[src/hw/mcw_decode_pkg.sv]
// Field positions, reset values and cycle timing for the microword control decoder.
package mcw_decode_pkg;
    localparam int          WORD_W          = 33;
    localparam int          CLK_LEN_HI      = 32;
    localparam int          CLK_LEN_LO      = 31;
    localparam int          IRQ_EN_BIT      = 30;
    localparam int          FC_N_BIT        = 29;
    localparam int          SEQ_HI          = 28;
    localparam int          SEQ_LO          = 23;
    localparam int          HOST_IRQ_BIT    = 28;
    localparam int          SIGN_EXT_BIT    = 27;
    localparam int          INIT_BIT        = 26;
    localparam int          IRQ_BASE_BIT    = 25;
    localparam int          KEEP_HI         = 28;
    localparam int          KEEP_LO         = 27;
    localparam int          TEST_HI         = 22;
    localparam int          TEST_LO         = 19;
    localparam int          OPC_LD_BIT      = 18;
    localparam int          MACRO_LD_BIT    = 17;
    localparam int          BRANCH_EN_N_BIT = 16;
    localparam int          BRANCH_HI       = 15;
    localparam int          BRANCH_LO       = 0;
    localparam logic [1:0]  TEST_KEEP_PAT   = 2'h3;
    // Reset word: force-continue and branch enable both inactive, nothing strobed.
    localparam logic [32:0] PIPE_RESET      = 33'h020010000;
    // Machine cycle lengths in system clocks: 3, 4, 5, 6 give 1, 1.33, 1.66, 2 times.
    localparam logic [2:0]  TICKS_NORMAL    = 3'h3;
    localparam logic [2:0]  TICKS_X133      = 3'h4;
    localparam logic [2:0]  TICKS_X166      = 3'h5;
    localparam logic [2:0]  TICKS_X200      = 3'h6;
endpackage

[src/hw/cycle_length_timer.sv]
// Machine cycle timer that stretches each cycle by the selected length code.
`timescale 1ns/1ps
module cycle_length_timer (
    input  wire logic       clk_sys,             // system clock
    input  wire logic       rst,                 // synchronous reset, active high
    input  wire logic [1:0] length_select,       // length code of the current cycle
    output logic            cycle_end            // high on the last clock of a cycle
);
    logic [2:0] count_r;
    logic [2:0] ticks;

    always_comb begin
        unique case (length_select)
            2'h0: ticks = mcw_decode_pkg::TICKS_NORMAL;
            2'h1: ticks = mcw_decode_pkg::TICKS_X133;
            2'h2: ticks = mcw_decode_pkg::TICKS_X166;
            2'h3: ticks = mcw_decode_pkg::TICKS_X200;
        endcase
    end

    assign cycle_end = (count_r == ticks - 3'h1);

    always_ff @(posedge clk_sys) begin
        if (rst || cycle_end) begin
            count_r <= 3'h0;
        end else begin
            count_r <= count_r + 3'h1;
        end
    end
endmodule // cycle_length_timer

[src/hw/microword_control_field_decoder.sv]
// Control pipeline register and decoder for the control section of the microword.
//
// Function
// - Bit 29 high selects primary field meaning, low selects alternate meaning.
// - Primary meaning: bits 28:23 form the six-bit sequencer opcode, bit 28 MSB.
// - Alternate: bits 28..25 are host irq, sign extend, initialize, irq base load.
// - Primary test meaning: bits 22:19 form the four-bit test select, bit 22 MSB.
// - Test select kept only when force-continue inactive and bits 28:27 equal 11.
// - Otherwise bits 22:19 become the four-bit interrupt controller opcode.
// - Cycle length code stretches the machine cycle by 1, 1.33, 1.66 or 2.
// - Bit 30 gates sequencer interrupt acceptance for each cycle it is set.
// - While force-continue is active the sequencer executes continue.
// - Initialize strobe loads the pipeline from the initialize register at the next cycle end.
`timescale 1ns/1ps
module microword_control_field_decoder (
    input  wire logic        clk_sys,              // system clock, 50 MHz
    input  wire logic        rst,                  // synchronous reset, active high
    input  wire logic [32:0] ctrl_store_word,      // next control word from control store
    input  wire logic [32:0] init_word,            // control store initialize register
    output logic             machine_cycle_end,    // last system clock of a machine cycle
    output logic [32:0]      pipe_word,            // control pipeline register contents
    output logic [1:0]       cycle_length_select,  // stretch code of the current cycle
    output logic             irq_accept_enable,    // sequencer interrupt acceptance gate
    output logic             force_continue_n,     // force-continue flag, active low
    output logic             sequencer_continue,   // sequencer must execute continue
    output logic [5:0]       sequencer_opcode,     // sequencer instruction code
    output logic             host_irq_req,         // interrupt request to the host
    output logic             a_bus_sign_extend,    // sign extend data toward the A bus
    output logic             init_strobe,          // initialize requested this cycle
    output logic             irq_base_load,        // load interrupt base address register
    output logic [3:0]       test_select,          // sequencer test condition select
    output logic             test_select_valid,    // test select meaning in force
    output logic [3:0]       irq_ctrl_opcode,      // interrupt controller instruction
    output logic             irq_ctrl_valid,       // interrupt controller meaning in force
    output logic             operand_counter_load, // load the operand counter
    output logic             macro_opcode_load,    // load the macro opcode register
    output logic [15:0]      d_bus_out,            // branch address toward the data bus
    output logic             d_bus_oe_n            // data bus drive enable, active low
);
    logic [32:0] pipe_r;
    logic [32:0] pipe_nxt;
    logic        cycle_end;

    logic [1:0]  cycle_length_select_r;
    logic        irq_accept_enable_r;
    logic        force_continue_n_r;
    logic [5:0]  sequencer_opcode_r;
    logic        host_irq_req_r;
    logic        a_bus_sign_extend_r;
    logic        init_strobe_r;
    logic        irq_base_load_r;
    logic [3:0]  test_select_r;
    logic        test_select_valid_r;
    logic [3:0]  irq_ctrl_opcode_r;
    logic        irq_ctrl_valid_r;
    logic        operand_counter_load_r;
    logic        macro_opcode_load_r;
    logic [15:0] d_bus_out_r;
    logic        d_bus_oe_n_r;

    // Force-continue flag of a word: high means the primary meaning.
    function automatic logic primary_meaning(input logic [32:0] w);
        return w[mcw_decode_pkg::FC_N_BIT];
    endfunction

    // Test select is only kept for the 11 pattern in bits 28:27.
    function automatic logic test_kept(input logic [32:0] w);
        return primary_meaning(w) &&
               (w[mcw_decode_pkg::KEEP_HI:mcw_decode_pkg::KEEP_LO] ==
                mcw_decode_pkg::TEST_KEEP_PAT);
    endfunction

    cycle_length_timer u_timer (
        .clk_sys       (clk_sys),
        .rst           (rst),
        .length_select (pipe_r[mcw_decode_pkg::CLK_LEN_HI:mcw_decode_pkg::CLK_LEN_LO]),
        .cycle_end     (cycle_end)
    );

    always_comb begin
        if (!primary_meaning(pipe_r) && pipe_r[mcw_decode_pkg::INIT_BIT]) begin
            pipe_nxt = init_word;
        end else begin
            pipe_nxt = ctrl_store_word;
        end
    end

    // The pipeline and all decoded outputs advance together at the end of a machine
    // cycle, so every decoded output stays stable for the whole stretched cycle.
    always_ff @(posedge clk_sys) begin
        if (rst) begin
            pipe_r <= mcw_decode_pkg::PIPE_RESET;
        end else if (cycle_end) begin
            pipe_r <= pipe_nxt;
        end
    end

    always_ff @(posedge clk_sys) begin
        if (rst) begin
            cycle_length_select_r <= 2'h0;
        end else if (cycle_end) begin
            cycle_length_select_r <=
                pipe_nxt[mcw_decode_pkg::CLK_LEN_HI:mcw_decode_pkg::CLK_LEN_LO];
        end
    end

    always_ff @(posedge clk_sys) begin
        if (rst) begin
            irq_accept_enable_r <= 1'b0;
        end else if (cycle_end) begin
            irq_accept_enable_r <= pipe_nxt[mcw_decode_pkg::IRQ_EN_BIT];
        end
    end

    always_ff @(posedge clk_sys) begin
        if (rst) begin
            force_continue_n_r <= 1'b1;
        end else if (cycle_end) begin
            force_continue_n_r <= primary_meaning(pipe_nxt);
        end
    end

    always_ff @(posedge clk_sys) begin
        if (rst) begin
            sequencer_opcode_r <= 6'h00;
        end else if (cycle_end) begin
            sequencer_opcode_r <= primary_meaning(pipe_nxt) ?
                pipe_nxt[mcw_decode_pkg::SEQ_HI:mcw_decode_pkg::SEQ_LO] : 6'h00;
        end
    end

    always_ff @(posedge clk_sys) begin
        if (rst) begin
            host_irq_req_r      <= 1'b0;
            a_bus_sign_extend_r <= 1'b0;
            init_strobe_r       <= 1'b0;
            irq_base_load_r     <= 1'b0;
        end else if (cycle_end) begin
            host_irq_req_r      <= !primary_meaning(pipe_nxt) &&
                                   pipe_nxt[mcw_decode_pkg::HOST_IRQ_BIT];
            a_bus_sign_extend_r <= !primary_meaning(pipe_nxt) &&
                                   pipe_nxt[mcw_decode_pkg::SIGN_EXT_BIT];
            init_strobe_r       <= !primary_meaning(pipe_nxt) &&
                                   pipe_nxt[mcw_decode_pkg::INIT_BIT];
            irq_base_load_r     <= !primary_meaning(pipe_nxt) &&
                                   pipe_nxt[mcw_decode_pkg::IRQ_BASE_BIT];
        end
    end

    always_ff @(posedge clk_sys) begin
        if (rst) begin
            test_select_r       <= 4'h0;
            test_select_valid_r <= 1'b0;
        end else if (cycle_end) begin
            test_select_r       <= test_kept(pipe_nxt) ?
                pipe_nxt[mcw_decode_pkg::TEST_HI:mcw_decode_pkg::TEST_LO] : 4'h0;
            test_select_valid_r <= test_kept(pipe_nxt);
        end
    end

    always_ff @(posedge clk_sys) begin
        if (rst) begin
            irq_ctrl_opcode_r <= 4'h0;
            // The reset word is primary with bits 28:27 clear, so the interrupt
            // controller meaning is already in force and must read as valid.
            irq_ctrl_valid_r  <= 1'b1;
        end else if (cycle_end) begin
            irq_ctrl_opcode_r <= test_kept(pipe_nxt) ? 4'h0 :
                pipe_nxt[mcw_decode_pkg::TEST_HI:mcw_decode_pkg::TEST_LO];
            irq_ctrl_valid_r  <= !test_kept(pipe_nxt);
        end
    end

    always_ff @(posedge clk_sys) begin
        if (rst) begin
            operand_counter_load_r <= 1'b0;
            macro_opcode_load_r    <= 1'b0;
        end else if (cycle_end) begin
            operand_counter_load_r <= pipe_nxt[mcw_decode_pkg::OPC_LD_BIT];
            macro_opcode_load_r    <= pipe_nxt[mcw_decode_pkg::MACRO_LD_BIT];
        end
    end

    always_ff @(posedge clk_sys) begin
        if (rst) begin
            d_bus_out_r  <= 16'h0000;
            d_bus_oe_n_r <= 1'b1;
        end else if (cycle_end) begin
            d_bus_out_r  <= pipe_nxt[mcw_decode_pkg::BRANCH_HI:mcw_decode_pkg::BRANCH_LO];
            d_bus_oe_n_r <= pipe_nxt[mcw_decode_pkg::BRANCH_EN_N_BIT];
        end
    end

    assign machine_cycle_end    = cycle_end;
    assign pipe_word            = pipe_r;
    assign cycle_length_select  = cycle_length_select_r;
    assign irq_accept_enable    = irq_accept_enable_r;
    assign force_continue_n     = force_continue_n_r;
    assign sequencer_continue   = !force_continue_n_r;
    assign sequencer_opcode     = sequencer_opcode_r;
    assign host_irq_req         = host_irq_req_r;
    assign a_bus_sign_extend    = a_bus_sign_extend_r;
    assign init_strobe          = init_strobe_r;
    assign irq_base_load        = irq_base_load_r;
    assign test_select          = test_select_r;
    assign test_select_valid    = test_select_valid_r;
    assign irq_ctrl_opcode      = irq_ctrl_opcode_r;
    assign irq_ctrl_valid       = irq_ctrl_valid_r;
    assign operand_counter_load = operand_counter_load_r;
    assign macro_opcode_load    = macro_opcode_load_r;
    assign d_bus_out            = d_bus_out_r;
    assign d_bus_oe_n           = d_bus_oe_n_r;
endmodule // microword_control_field_decoder

[config.mk]
export PLATFORM = sky130hd
export DESIGN_NAME = microword_control_field_decoder
export DESIGN_NICKNAME = d
export VERILOG_FILES = /design/src/hw/mcw_decode_pkg.sv /design/src/hw/cycle_length_timer.sv /design/src/hw/microword_control_field_decoder.sv
export SDC_FILE = /design/constraint.sdc
export NUM_CORES = 1
export LEC_CHECK = 0
export BUFFER_PORTS_ARGS = -buffer_cell sky130_fd_sc_hd__buf_2
export CORE_MARGIN = 2
export CORE_UTILIZATION = 45
export DETAILED_ROUTE_END_ITERATION = 8
export PLACE_DENSITY = 0.79
export SYNTH_ARGS = -nofsm -noshare
export SYNTH_HDL_FRONTEND = slang
export SYNTH_SLANG_ARGS = --single-unit
[constraint.sdc]
create_clock -name clk_sys -period 3.8 [get_ports clk_sys]
set_clock_uncertainty 0.1 [all_clocks]
set_input_delay 0.95 -clock clk_sys [delete_from_list [all_inputs] [get_ports clk_sys]]
set_output_delay 0.95 -clock clk_sys [all_outputs]
set_load 0.03 [all_outputs]
==> metrics.txt <==
pwr/cell area 704 nW/um2; Clock Latency Late Sink 0.30 ns; ANT nets after route 0; share of the synthesized area in the top cell type 44.0%; max-cap viol count 0; Max stage delay on crit path 0.68 ns; most area-consuming cells after synthesis dfxtp_1 44%, mux2i_1 13%, buf_4 6.8%; syn nets 310; kind of cell adding the most delay to the critical path compound AO/OA/AOI/OAI gates; vias in the first global route 1945; worst r2r path cells 6; Required @ worst endpoint 2.75 ns; Clock Path Buffers 2; cts repair resizes 0; grt ovf 0; number of core rows 27; WP buf/inv 2; clock transition at the registers of the reported paths 0.10 ns; Setup violations, final 0; CP cell instances xor2_1 -> a21o_1 -> clkinv_4 -> buf_2; area growth from synthesis to layout 25.9%; hold_sp pipe_word[27]; R2R setup slack 1.24 ns; sequential share of the synthesized area 44.0%; vias 2128; worst-path cell with the longest stage delay a21o_1; Die Height 79.2 um; Hold Crit Depth 1; largest net degree at the start of global routing 53; Die X 79.2 um; fmax 344 MHz; cts bufs inserted 5; min Tclk post-route 2.91 ns; H-Tree Depth 2; drt drc 0; dominant cell type by area after synthesis dfxtp_1; DRT iter0 DRCs 74; post-synth cell types 31; crit-path max FO 18; Ys Warns 0; Root Driver clkbuf_8; synthesized instance count 241; Setup Buffers After CTS 0; CTS tree built; Slew Limit Fails 0; Reg-to-Reg End sequencer_opcode[3]; #FFs+latches synth 56; TritonRoute pass-1 iters 6; HP Class reg -> reg; fin area 3210 um2; Tot GR Track Use 17.9%; I/O Buffers 145; Util after Layout 58.6%; period utilization 76.6%; peak supply drop 0.000359 V; ys flop type dfxtp_1; Relative slew margins 42.0%; area of placed instances 3080 um2; syn avg cell area 10.6 um2; routed wire length 5800 um; diode count 0; setup TNS 0 ns; Post-synth EDFFs 0; RSZ-0062 raised after global routing no; Ports 146; routed wire length per instance 13.6 um; GPL Wtd Cong 0.712; fill count 508; area of the mapped netlist 2550 um2; Worst-Margin Slew 0.870 ns; initial antenna violation count 0; Num Clock Sinks 56; HPWL Detailed 4310 um; Reg2Reg Launch Point u_timer.count_r[0]; Post-synth ARST share 0%; crit path DAT 1.86 ns; nets@finish 424; Via-to-Cell Ratio 4.97; Hold Crit Endpoint pipe_word[27]; share of post-route cells with drive strength above 1 47.2%; Total Power 0.00226 W; first-pass GRT wire length 8980 um; Die ar. 6280 um2; crit path kind reg -> out; Core Region 5470 um2; Pleak 1.84 nW; Crit. End Element primary output; hold buffers post-CTS 0; CP Launch Type register; status completed; Initial Util 46.5%; final hold violation count 0
## synth_stat cells (2+ instances only)
cell	n
a211oi_1	19
nor3_2	6
clkbuf_1	4
mux2i_1	34
a2bb2oi_1	4
a21o_1	11
dfxtp_1	56
nor3b_1	5
nand2b_1	2
nand2_1	3
nor2_1	23
buf_2	6
nor3_1	6
buf_4	23
a22o_1	14
a211o_1	3
buf_6	8
## flip-flops by register name (all words and copies together) (netlist names)
signal,cells
u_timer.count_r,3
irq_ctrl_opcode,4
host_irq_req,1
test_select,4
sequencer_opcode,6
a_bus_sign_extend,1
init_strobe,1
pipe_word,33
irq_ctrl_valid,1
test_select_valid,1
irq_base_load,1
## cells in the final DEF (no fill, tap or decap)
cell / netlist / routed
ha_1: 1 / 1
mux2i_1: 34 / 34
o32ai_1: 1 / 1
nand2b_2: 0 / 1
nor3_1: 6 / 6
nor3_2: 6 / 6
xnor2_1: 1 / 1
a2bb2oi_1: 4 / 4
xor2_1: 1 / 1
inv_1: 1 / 1
nor3b_1: 5 / 5
a21o_1: 11 / 11
nand2_1: 3 / 3
bufinv_16: 0 / 1
a211o_1: 3 / 3
clkinv_4: 1 / 1
a21oi_1: 1 / 1
nor3_4: 1 / 1
nor2_4: 1 / 1
nand3b_1: 1 / 1
buf_2: 6 / 145
buf_4: 23 / 3
and2_1: 1 / 1
nor2_1: 23 / 23
a22o_1: 14 / 14
a211oi_1: 19 / 19
a211oi_2: 1 / 1
clkbuf_8: 0 / 7
mux2_2: 1 / 1
or3b_1: 1 / 1
nand2b_1: 2 / 1
dfxtp_1: 56 / 56
## power by group
part	leakage (nW)	internal, W	total (W)	switching, W
Combinational	1.32	0.000309	0.00102	0.000715
Sequential	0.456	0.000727	0.000820	0.0000933
Clock	0.0645	0.000233	0.000413	0.000180
Total	1.84	0.00127	0.00226	0.000988
## kinds of logic after synthesis
kind of cell	synth area share, %
compound gates	17.1
xor+xnor	0.688
fa+ha+maj	0.491
buf+inv	12.6
flops	44.0
mux	13.8
simple gates	11.3
## cell type report
cell class                      instances  area, um2  share of cell area, %
Tap cell                               72       90.1                   2.81
Timing Repair Buffer                  148        748                   23.3
Clock inverter                          1       30.0                  0.937
Sequential cell                        56       1120                   35.0
Multi-Input combinational cell        142       1110                   34.5
Inverter                                2       12.5                  0.390
Clock buffer                            7       96.3                   3.01
## metal layers
layer / vias to the layer above / share of wire (%) / GRT usage, %
met5: - / 0 / 0
met4: 0 / 0.69 / 3.28
met3: 5 / 9.5 / 4.32
met2: 112 / 47 / 32.2
met1: 938 / 43 / 21.9
li1: 1073 / - / -
## worst max path at each step
| stage | slack (ns) | cells past startpoint | start | to |
|---|---|---|---|---|
| finish | 0.89 | 4 | u_timer.count_r[0] | machine_cycle_end |
| global route | 0.71 | 4 | pipe_word[31] | machine_cycle_end |
| CTS | 0.83 | 4 | pipe_word[31] | machine_cycle_end |
| detailed placement | 1.18 | 4 | u_timer.count_r[0] | machine_cycle_end |
| global placement | 1.22 | 4 | pipe_word[31] | machine_cycle_end |
| floorplan | 1.28 | 5 | pipe_word[32] | machine_cycle_end |
## per-stage QoR
| stage | setup slack, ns | hold slack [ns] | std cells |
|---|---|---|---|
| detailed placement | 1.18 | 0.336 | 420 |
| floorplan | 1.28 | 0.353 | 241 |
| global placement | 1.22 | 0.334 | 420 |
| global route | 0.712 | 0.378 | 428 |
| finish | 0.890 | 0.354 | 428 |
| CTS | 0.835 | 0.360 | 428 |
Power figures use the tool's default switching activity.
